$ cat src/core/cwr_regs.svh
// Purpose: Shared constants of the host serial bus blocks
// Assumes: 20 MHz system clock on both ends
// Notes:   Definitions only
`ifndef CWR_REGS_SVH
`define CWR_REGS_SVH
// Host serial bus addresses
`define CWR_ADDR_CS_WRITE  8'hE9
`define CWR_ADDR_FLAGS     8'hEA
`define CWR_ADDR_GPIO_FS   8'hEB
`define CWR_ADDR_RX_CS     8'hEC
`define CWR_ADDR_BURST     8'hED
// Highest legal length code
`define CWR_LEN_MAX        3'h5
// Frame bit counts
`define CWR_HDR_BITS       7'h08
`define CWR_RD_BITS_FLAGS  6'h18
`define CWR_RD_BITS_RX_CS  6'h30
`define CWR_RD_BITS_BURST  6'h10
// Strobe timing
`define CWR_CLK_NS         50
`define CWR_STROBE_HALF_NS 400
`define CWR_STROBE_HALF_CYC \
   ((`CWR_STROBE_HALF_NS + `CWR_CLK_NS - 1) / `CWR_CLK_NS)
// Controller register byte offsets
`define CWR_REG_CTRL       5'h00
`define CWR_REG_STATE      5'h04
`define CWR_REG_IRQ_STAT   5'h08
`define CWR_REG_IRQ_MASK   5'h0C
`define CWR_REG_CS_LO      5'h10
`define CWR_REG_CS_HI      5'h14
`define CWR_REG_RD_LO      5'h18
`define CWR_REG_RD_HI      5'h1C
// Control fields
`define CWR_CTRL_GO_WR     0
`define CWR_CTRL_GO_RD     1
`define CWR_CTRL_RSEL_LSB  2
`define CWR_CTRL_MON       4
`define CWR_CTRL_LEN_LSB   8
`define CWR_CTRL_CHIP_LSB  12
// Interrupt bits
`define CWR_IRQ_WR_DONE    0
`define CWR_IRQ_RD_DONE    1
`define CWR_IRQ_REFUSED    2
`define CWR_IRQ_RST        3'h0
`endif

$ cat src/core/cwr_pkg.sv
// Purpose: Types of the host serial bus blocks
// Assumes: Nothing
// Notes:   State of each end is one packed struct
package cwr_pkg;
   typedef enum logic [2:0] {
      CWR_IDLE, CWR_ALO, CWR_AHI, CWR_CEUP, CWR_DLO, CWR_DHI, CWR_CEDN
   } cwr_phase_t;

   typedef struct packed {
      logic [2:0]  ce_s;
      logic [2:0]  stb_s;
      logic [1:0]  din_s;
      logic [6:0]  pin_s1;
      logic [6:0]  pin_s2;
      logic [6:0]  pin_p;
      logic [3:0]  gp_s1;
      logic [3:0]  gp_s2;
      logic [7:0]  addr_sr;
      logic [7:0]  addr;
      logic [6:0]  cnt;
      logic [55:0] wr_sr;
      logic [47:0] pend;
      logic [2:0]  pend_len;
      logic        pend_v;
      logic [47:0] tx_cs;
      logic        tx_load;
      logic [47:0] rd_sr;
      logic        chg;
   } cwr_dev_st_t;

   typedef struct packed {
      cwr_phase_t  ph;
      logic [7:0]  tmr;
      logic [6:0]  bitn;
      logic [6:0]  lim;
      logic        rd;
      logic [63:0] sr;
      logic [47:0] rx;
      logic        ce;
      logic        stb;
      logic        dout;
      logic [1:0]  rl_s;
      logic [1:0]  rsel;
      logic        mon;
      logic [2:0]  len;
      logic [1:0]  chip;
      logic [47:0] cs;
      logic [47:0] rdat;
      logic [2:0]  irq;
      logic [2:0]  mask;
      logic        bvalid;
      logic [1:0]  bresp;
      logic        rvalid;
      logic [1:0]  rresp;
      logic [31:0] rdata;
   } cwr_ctl_st_t;
endpackage : cwr_pkg

$ cat src/core/cwr_if.sv
// Purpose: Four-wire host serial bus between controller and device
// Assumes: Both ends on the same system clock
// Notes:   Device samples all lines through synchronisers
`timescale 1ns/1ps
interface cwr_if;
   logic chip_enable;
   logic shift_strobe;
   logic host_write_line;
   logic dev_read_line;

   modport dev  (input  chip_enable, shift_strobe, host_write_line,
                 output dev_read_line);
   modport host (output chip_enable, shift_strobe, host_write_line,
                 input  dev_read_line);
endinterface : cwr_if

$ cat src/core/cwr_ctl.sv
// Purpose: Controller end: AXI4-Lite orders into host serial frames
// Assumes: AXI on CLK_IN; read line arrives from outside the domain
// Notes:   One frame at a time; orders while busy are refused
//
// Added by the designer: the AXI4-Lite interface to the registers.
`timescale 1ns/1ps
`include "cwr_regs.svh"
module cwr_ctl #(
   parameter int HALF_CYC = `CWR_STROBE_HALF_CYC
) (
   input  wire logic        CLK_IN,
   input  wire logic        RESETN_IN,
   input  wire logic        CLK_EN_IN,
   input  wire logic [4:0]  S_AXI_AWADDR,
   input  wire logic        S_AXI_AWVALID,
   output logic             S_AXI_AWREADY,
   input  wire logic [31:0] S_AXI_WDATA,
   input  wire logic [3:0]  S_AXI_WSTRB,
   input  wire logic        S_AXI_WVALID,
   output logic             S_AXI_WREADY,
   output logic [1:0]       S_AXI_BRESP,
   output logic             S_AXI_BVALID,
   input  wire logic        S_AXI_BREADY,
   input  wire logic [4:0]  S_AXI_ARADDR,
   input  wire logic        S_AXI_ARVALID,
   output logic             S_AXI_ARREADY,
   output logic [31:0]      S_AXI_RDATA,
   output logic [1:0]       S_AXI_RRESP,
   output logic             S_AXI_RVALID,
   input  wire logic        S_AXI_RREADY,
   output logic             IRQ_OUT,
   cwr_if.host              BUS
);
   cwr_pkg::cwr_ctl_st_t q;
   cwr_pkg::cwr_ctl_st_t d;
   logic                 wr_go;
   logic                 rd_go;

   localparam logic [7:0] HALF_M1 = 8'(HALF_CYC - 1);

   // Both write channels are taken together in one edge
   assign wr_go         = S_AXI_AWVALID & S_AXI_WVALID & ~q.bvalid;
   assign rd_go         = S_AXI_ARVALID & ~q.rvalid;
   assign S_AXI_AWREADY = wr_go;
   assign S_AXI_WREADY  = wr_go;
   assign S_AXI_ARREADY = rd_go;

   always_comb begin
      logic [2:0]  ev;
      logic [31:0] wd;
      logic        idle;
      ev   = 3'h0;
      wd   = S_AXI_WDATA;
      idle = (q.ph == cwr_pkg::CWR_IDLE);
      d    = q;
      d.rl_s = {q.rl_s[0], BUS.dev_read_line};

      // Strobe sequencer
      case (q.ph)
         cwr_pkg::CWR_IDLE: begin
            d.ce  = 1'b0;
            d.stb = 1'b0;
         end
         cwr_pkg::CWR_ALO, cwr_pkg::CWR_DLO: begin
            d.dout = q.rd && q.ph == cwr_pkg::CWR_DLO ? 1'b0 : q.sr[0];
            if (q.tmr == 8'h00) begin
               d.tmr = HALF_M1;
               d.stb = 1'b1;
               if (q.ph == cwr_pkg::CWR_DLO && q.rd) begin
                  d.rx[q.bitn[5:0]] = q.rl_s[1];
               end
               d.ph = q.ph == cwr_pkg::CWR_ALO ? cwr_pkg::CWR_AHI : cwr_pkg::CWR_DHI;
            end else begin
               d.tmr = q.tmr - 8'h01;
            end
         end
         cwr_pkg::CWR_AHI, cwr_pkg::CWR_DHI: begin
            if (q.tmr == 8'h00) begin
               d.tmr  = HALF_M1;
               d.stb  = 1'b0;
               d.sr   = {1'b0, q.sr[63:1]};
               d.bitn = q.bitn + 7'h01;
               if (d.bitn != q.lim) begin
                  d.ph = q.ph == cwr_pkg::CWR_AHI ? cwr_pkg::CWR_ALO : cwr_pkg::CWR_DLO;
               end else if (q.ph == cwr_pkg::CWR_AHI) begin
                  d.ph = cwr_pkg::CWR_CEUP;
               end else begin
                  d.ce = 1'b0;
                  d.ph = cwr_pkg::CWR_CEDN;
               end
            end else begin
               d.tmr = q.tmr - 8'h01;
            end
         end
         cwr_pkg::CWR_CEUP: begin
            d.ce   = 1'b1;
            d.bitn = 7'h00;
            d.lim  = q.rd ? {1'b0, q.bitn[5:0]} : 7'(8 * (int'(q.len) + 2));
            d.ph   = cwr_pkg::CWR_DLO;
         end
         cwr_pkg::CWR_CEDN: begin
            if (q.tmr == 8'h00) begin
               d.ph = cwr_pkg::CWR_IDLE;
               if (q.rd) begin
                  d.rdat = q.rx;
                  ev[`CWR_IRQ_RD_DONE] = 1'b1;
               end else begin
                  ev[`CWR_IRQ_WR_DONE] = 1'b1;
               end
            end else begin
               d.tmr = q.tmr - 8'h01;
            end
         end
         default: d.ph = cwr_pkg::CWR_IDLE;
      endcase

      // Register writes
      if (wr_go) begin
         d.bvalid = 1'b1;
         d.bresp  = 2'b00;
         case (S_AXI_AWADDR)
            `CWR_REG_CTRL: begin
               if (S_AXI_WSTRB[0]) begin
                  d.rsel = wd[`CWR_CTRL_RSEL_LSB +: 2];
                  d.mon  = wd[`CWR_CTRL_MON];
               end
               if (S_AXI_WSTRB[1]) begin
                  d.len  = wd[`CWR_CTRL_LEN_LSB +: 3];
                  d.chip = wd[`CWR_CTRL_CHIP_LSB +: 2];
               end
               if (wd[`CWR_CTRL_GO_WR] | wd[`CWR_CTRL_GO_RD]) begin
                  if (!idle
                      || (wd[`CWR_CTRL_GO_WR] && d.len > `CWR_LEN_MAX)
                      || (!wd[`CWR_CTRL_GO_WR] && d.rsel == 2'h0 && !d.mon)) begin
                     ev[`CWR_IRQ_REFUSED] = 1'b1;
                  end else begin
                     d.ph   = cwr_pkg::CWR_ALO;
                     d.tmr  = HALF_M1;
                     d.bitn = 7'h00;
                     d.lim  = `CWR_HDR_BITS;
                     d.rx   = 48'h0000_0000_0000;
                     d.rd   = ~wd[`CWR_CTRL_GO_WR];
                     if (wd[`CWR_CTRL_GO_WR]) begin
                        // Address, header with reserved zeros, then status bits
                        d.sr = {q.cs, 1'b0, d.len, 2'b00, d.chip,
                                `CWR_ADDR_CS_WRITE};
                     end else begin
                        d.sr = {56'h00_0000_0000_0000, `CWR_ADDR_FLAGS + {6'h00, d.rsel}};
                     end
                  end
               end
            end
            `CWR_REG_IRQ_STAT: d.irq = q.irq & ~wd[2:0];
            `CWR_REG_IRQ_MASK: d.mask = wd[2:0];
            `CWR_REG_CS_LO:    d.cs[31:0] = wd;
            `CWR_REG_CS_HI:    d.cs[47:32] = wd[15:0];
            default:           d.bresp = 2'b10;
         endcase
      end else if (q.bvalid && S_AXI_BREADY) begin
         d.bvalid = 1'b0;
      end

      // Read bit count of a read frame is kept in bitn until chip enable rises
      if (q.rd && q.ph == cwr_pkg::CWR_AHI && d.ph == cwr_pkg::CWR_CEUP) begin
         case (q.rsel)
            2'h2:    d.bitn = {1'b0, `CWR_RD_BITS_RX_CS};
            2'h3:    d.bitn = {1'b0, `CWR_RD_BITS_BURST};
            default: d.bitn = {1'b0, `CWR_RD_BITS_FLAGS};
         endcase
      end

      // Sticky events; a new event beats the clear
      d.irq = d.irq | ev;

      // Register reads
      if (rd_go) begin
         d.rvalid = 1'b1;
         d.rresp  = 2'b00;
         case (S_AXI_ARADDR)
            `CWR_REG_CTRL:     d.rdata = {18'h0_0000, q.chip, 1'b0, q.len, 3'h0,
                                          q.mon, q.rsel, 2'h0};
            `CWR_REG_STATE:    d.rdata = {31'h0000_0000, ~idle};
            `CWR_REG_IRQ_STAT: d.rdata = {29'h0000_0000, q.irq};
            `CWR_REG_IRQ_MASK: d.rdata = {29'h0000_0000, q.mask};
            `CWR_REG_CS_LO:    d.rdata = q.cs[31:0];
            `CWR_REG_CS_HI:    d.rdata = {16'h0000, q.cs[47:32]};
            `CWR_REG_RD_LO:    d.rdata = q.rdat[31:0];
            `CWR_REG_RD_HI:    d.rdata = {16'h0000, q.rdat[47:32]};
            default: begin
               d.rdata = 32'h0000_0000;
               d.rresp = 2'b10;
            end
         endcase
      end else if (q.rvalid && S_AXI_RREADY) begin
         d.rvalid = 1'b0;
      end
   end

   // State register, frozen while the clock enable is low
   always_ff @(posedge CLK_IN or negedge RESETN_IN) begin
      if (!RESETN_IN) begin
         q <= '0;
      end else if (CLK_EN_IN) begin
         q <= d;
      end
   end

   assign S_AXI_BVALID        = q.bvalid;
   assign S_AXI_BRESP         = q.bresp;
   assign S_AXI_RVALID        = q.rvalid;
   assign S_AXI_RRESP         = q.rresp;
   assign S_AXI_RDATA         = q.rdata;
   assign IRQ_OUT             = |(q.irq & q.mask);
   assign BUS.chip_enable     = q.ce;
   assign BUS.shift_strobe    = q.stb;
   assign BUS.host_write_line = q.dout;
endmodule : cwr_ctl

$ cat src/flat_wrapper.sv
// flat-port wrapper written by rule: the top's interface ports become plain ports
module cwr_ctl_flat 
#(
   parameter int HALF_CYC = `CWR_STROBE_HALF_CYC
)
  (CLK_IN, RESETN_IN, CLK_EN_IN, S_AXI_AWADDR, S_AXI_AWVALID, S_AXI_AWREADY, S_AXI_WDATA, S_AXI_WSTRB, S_AXI_WVALID, S_AXI_WREADY, S_AXI_BRESP, S_AXI_BVALID, S_AXI_BREADY, S_AXI_ARADDR, S_AXI_ARVALID, S_AXI_ARREADY, S_AXI_RDATA, S_AXI_RRESP, S_AXI_RVALID, S_AXI_RREADY, IRQ_OUT, BUS_chip_enable, BUS_shift_strobe, BUS_host_write_line, BUS_dev_read_line);
  cwr_if BUS_i ();
  input  wire logic CLK_IN;
  input  wire logic RESETN_IN;
  input  wire logic CLK_EN_IN;
  input  wire logic [4:0] S_AXI_AWADDR;
  input  wire logic S_AXI_AWVALID;
  output logic S_AXI_AWREADY;
  input  wire logic [31:0] S_AXI_WDATA;
  input  wire logic [3:0] S_AXI_WSTRB;
  input  wire logic S_AXI_WVALID;
  output logic S_AXI_WREADY;
  output logic [1:0] S_AXI_BRESP;
  output logic S_AXI_BVALID;
  input  wire logic S_AXI_BREADY;
  input  wire logic [4:0] S_AXI_ARADDR;
  input  wire logic S_AXI_ARVALID;
  output logic S_AXI_ARREADY;
  output logic [31:0] S_AXI_RDATA;
  output logic [1:0] S_AXI_RRESP;
  output logic S_AXI_RVALID;
  input  wire logic S_AXI_RREADY;
  output logic IRQ_OUT;
  output wire logic [$bits(BUS_i.chip_enable)-1:0] BUS_chip_enable;
  output wire logic [$bits(BUS_i.shift_strobe)-1:0] BUS_shift_strobe;
  output wire logic [$bits(BUS_i.host_write_line)-1:0] BUS_host_write_line;
  input wire logic [$bits(BUS_i.dev_read_line)-1:0] BUS_dev_read_line;
  assign BUS_chip_enable = BUS_i.chip_enable;
  assign BUS_shift_strobe = BUS_i.shift_strobe;
  assign BUS_host_write_line = BUS_i.host_write_line;
  assign BUS_i.dev_read_line = BUS_dev_read_line;
  cwr_ctl #(.HALF_CYC(HALF_CYC)) u_core (.CLK_IN(CLK_IN), .RESETN_IN(RESETN_IN), .CLK_EN_IN(CLK_EN_IN), .S_AXI_AWADDR(S_AXI_AWADDR), .S_AXI_AWVALID(S_AXI_AWVALID), .S_AXI_AWREADY(S_AXI_AWREADY), .S_AXI_WDATA(S_AXI_WDATA), .S_AXI_WSTRB(S_AXI_WSTRB), .S_AXI_WVALID(S_AXI_WVALID), .S_AXI_WREADY(S_AXI_WREADY), .S_AXI_BRESP(S_AXI_BRESP), .S_AXI_BVALID(S_AXI_BVALID), .S_AXI_BREADY(S_AXI_BREADY), .S_AXI_ARADDR(S_AXI_ARADDR), .S_AXI_ARVALID(S_AXI_ARVALID), .S_AXI_ARREADY(S_AXI_ARREADY), .S_AXI_RDATA(S_AXI_RDATA), .S_AXI_RRESP(S_AXI_RRESP), .S_AXI_RVALID(S_AXI_RVALID), .S_AXI_RREADY(S_AXI_RREADY), .IRQ_OUT(IRQ_OUT), .BUS(BUS_i));
endmodule
$ cat config.mk
export PLATFORM = sky130hd
export DESIGN_NAME = cwr_ctl_flat
export DESIGN_NICKNAME = d
export VERILOG_FILES = /design/src/core/cwr_pkg.sv /design/src/core/cwr_if.sv /design/src/core/cwr_ctl.sv /design/src/flat_wrapper.sv
export VERILOG_INCLUDE_DIRS = /design/src /design/src/core
export SDC_FILE = /design/constraint.sdc
export NUM_CORES = 1
export LEC_CHECK = 0
export BUFFER_PORTS_ARGS = -buffer_cell sky130_fd_sc_hd__buf_2
export CORE_MARGIN = 2
export CORE_UTILIZATION = 45
export DETAILED_ROUTE_END_ITERATION = 6
export GPL_ROUTABILITY_DRIVEN = 0
export SKIP_CTS_REPAIR_TIMING = 1
export SYNTH_ARGS = -nofsm -noshare
export SYNTH_HDL_FRONTEND = slang
export SYNTH_SLANG_ARGS = --single-unit
$ cat constraint.sdc
create_clock -name CLK_IN -period 3.3 [get_ports CLK_IN]
set_input_delay 0.165 -clock CLK_IN [delete_from_list [all_inputs] [get_ports CLK_IN]]
set_output_delay 0.165 -clock CLK_IN [all_outputs]
set_load 0.01 [all_outputs]
==> flow_summary_export.csv <==
group,metric,value,unit
outcome,status,"finished, violations left",
outcome,violations,"DRC, hold timing",
flow_run,maxCapViolCount,0,
synthesis,ys_ff_latch,289,
synthesis,syn_area,13500,µm²
synthesis,yosys_warnings,0,
power,p_per_area,539,nW/µm²
sta,drv_slew,0,
die,placementRows,63,
critical_path,critPathBufInv,3,
synthesis,ys_seq_area_frac,0.536,
detailed_routing,ant_nets,0,
finish,largest_register_ff_count,249,
synthesis,synth_edf_count,0,
power,leakagePower,7.39,nW
global_routing,grt_pass1_wl,54100,µm
synthesis,muxShareOfSynthArea,0.120,
critical_path,path_class,"reg2reg",
synthesis,yosys-top-cells-area,"dfrtp_1 54%, mux2_2 8.9%, o21ai_0 4.8%, a222oi_1 4.1%, nand2_1 2.5%",
finish,drive_gt1_frac,0.245,
sta,hold_violations,2,
critical_path,crit_path_start_kind,"flip-flop",
finish,diodes,0,
global_routing,antenna_found_initial,0,
synthesis,ys_async_sr_fraction,1.00,
critical_path,worst_setup_path_end_kind,"flip-flop",
sta,worst_hold_slack,-0.0111,ns
synthesis,ys.flop_type,"dfrtp_1",
min_path,hp-class,"in2reg",
clocking,cts_max_level,1,
clocking,clock-sinks,289,
sta,finClkSkew,0.00805,ns
detailed_routing,finalWirelength,34900,µm
global_routing,gr-usage-all-layers,0.221,
die,die_w,177,µm
synthesis,yosys.area_share.simple,0.0962,
finish,final_core_util,0.526,
sta,worst_slew_pin_slew,0.933,ns
clocking,cts_tree,"built",
clocking,path_clk_slew,0.06,ns
global_routing,gr-total-overflow,0,
global_routing,first_global_vias,9318,
critical_path,worstPathCellList,"inv_1 > ha_1 > nor4b_4 > and2_1 > buf_4 > nand3_4 > nor4b_4 > buf_4 > mux2_2",
place,place_inst,1596,
critical_path,cp.required,3.73,ns
synthesis,synth_top_family_by_area,"compound AO/OA/AOI/OAI gates",
synthesis,yosysUniqueCellTypes,72,
synthesis,synth_top_area_share,0.536,
detailed_routing,dr_total_vias,9917,
synthesis,avgSynthCellArea,11.3,µm²
detailed_routing,wire_per_inst,20.7,µm
clocking,cts_made_buffers,31,
finish,fin_nets,1333,
critical_path,cp.arrival,3.21,ns
die,start_util,0.457,
synthesis,synthXorXnorAreaFrac,0.00584,
power,peakVddDrop,0.000380,V
sta,final-setup-viol-count,0,
place,hpwl,23300,µm
critical_path,cp_top_family,"simple AND/OR/NAND/NOR gates",
sta,period_minus_slack,2.77,ns
sta,finalSetupTns,0,ns
detailed_routing,dr.pass1.iters,7,
die,io_pins,100,
synthesis,synthAdderAreaFrac,0.00371,
sta,rsz0062_at_grt,"false",
detailed_routing,via_per_inst,5.88,
detailed_routing,drtIter0Drc,1154,
die,fp.dieH,177,µm
finish,syn_to_final_growth,15.1,%
die,core_area,29600,µm²
die,die_area,31400,µm²
place,port-buffer-count,95,
clocking,insertion_delay,0.55,ns
sta,maxClockFrequency,0.360,GHz
synthesis,synth_compound_area_frac,0.171,
sta,slew_headroom,0.378,
global_routing,grt_max_degree,80,
critical_path,critPathMaxFanout,16,
finish,largest_register,"u_core.q",
finish,final_cells,1687,
synthesis,synth_area_leader_cell,"dfrtp_1",
clocking,clk_path_buf_depth,3,
critical_path,crit_path_max_incr_delay,0.41,ns
critical_path,critPathSlowestCell,"dfrtp_1",
clocking,cts_root_buffer,"clkbuf_16",
detailed_routing,drc_errors,15,
sta,finalCritPeriodShare,0.841,
synthesis,synthCells,1192,
-- layer usage --
metal / share of wire / up-vias / global-route usage / wire length, µm
li1: - / 4564 / - / -
met1: 0.46 / 5009 / 0.323 / 15900
met2: 0.46 / 300 / 0.346 / 16200
met3: 0.058 / 44 / 0.0331 / 2040
met4: 0.020 / 0 / 0.0565 / 705
met5: 0 / - / 0 / 0
-- metrics by stage --
step	area (µm²)	power [W]	setup WS, ns
floorplan	13500	0.00464	0.716
global placement	14200	0.00500	0.596
detailed placement	14200	0.00502	0.563
CTS	15200	0.00842	0.539
global route	15500	0.00876	0.326
finish	15500	0.00838	0.526
-- layout by cell type (no fill, tap or decap), types with 6 or more instances in the layout --
master,instances
a21oi_1,25
a222oi_1,55
a22o_1,23
a22oi_1,21
and3_1,6
buf_12,6
buf_2,94
buf_4,36
clkbuf_1,12
clkbuf_16,31
clkbuf_8,6
dfrtp_1,289
dlygate4sd3_1,35
inv_1,53
mux2_1,9
mux2_2,107
mux2i_1,13
mux4_2,8
nand2_1,89
nand2b_1,6
nand3_1,18
nand4_1,7
nand4b_1,8
nor2_1,43
nor2b_1,9
nor3_1,9
o211ai_1,37
o21ai_0,130
o22a_1,6
-- kinds of logic after synthesis --
| logic type | Yosys count |
|---|---|
| other | 1 |
| muxes | 137 |
| AOI/OAI and AO/OA | 331 |
| DFF | 289 |
| xor gates and xnor gates | 9 |
| buffers and inverters | 179 |
| and+or+nand+nor | 242 |
| adders and majority gates | 4 |
-- report_power, final --
group	switching [W]	internal (W)
clock	0.00138	0.00201
sequential	0.000180	0.00376
combinational	0.000598	0.000452
-- worst min-delay path: cells and delay by family --
kind / cells / cell delay, ns
buffers and inverters: 1 / 0.14
AOI/OAI and AO/OA: 2 / 0.19
-- worst paths after layout --
path                                              from                     end  slack (ns)  cells after the start
worst min-delay path                   S_AXI_AWADDR[4]   u_core.S_AXI_BRESP[1]       -0.01                      3
worst max-delay path                     u_core.q[280]            u_core.q[91]        0.53                      9
worst min register to register  u_core.S_AXI_RDATA[26]  u_core.S_AXI_RDATA[26]        0.47                      2
worst max register to register           u_core.q[280]            u_core.q[91]        0.53                      9
min in group asynchronous                    RESETN_IN           u_core.q[288]        0.18                      2
max in group asynchronous                    RESETN_IN           u_core.q[188]        2.27                      3
-- synth_stat cells (5+ instances only) --
cell type and count:
a21oi_1 25, a222oi_1 55, a22o_1 23, a22oi_1 21, and3_1 6, buf_1 6, buf_2 26, buf_4 41
buf_6 7, clkbuf_1 44, dfrtp_1 289, inv_1 53, mux2_1 9, mux2_2 107, mux2i_1 13, mux4_2 8
nand2_1 89, nand2b_1 6, nand3_1 18, nand4_1 7, nand4b_1 8, nor2_1 44, nor2b_1 9, nor3_1 10
nor3b_1 5, nor4b_1 5, o211ai_1 37, o21ai_0 130, o22a_1 6, o2bb2ai_1 5, xnor2_1 5
-- layout make-up --
class                   instances  area (µm²)
fillers                      2566       14000
inverters                      55         206
clock inverters                 7        85.1
flip-flops and latches        289        7230
multi-input cells             725        5400
clock buffers                  49         903
repair buffers                172        1230
well taps                     390         488
No activity file was read; power rests on OpenSTA's default activity.
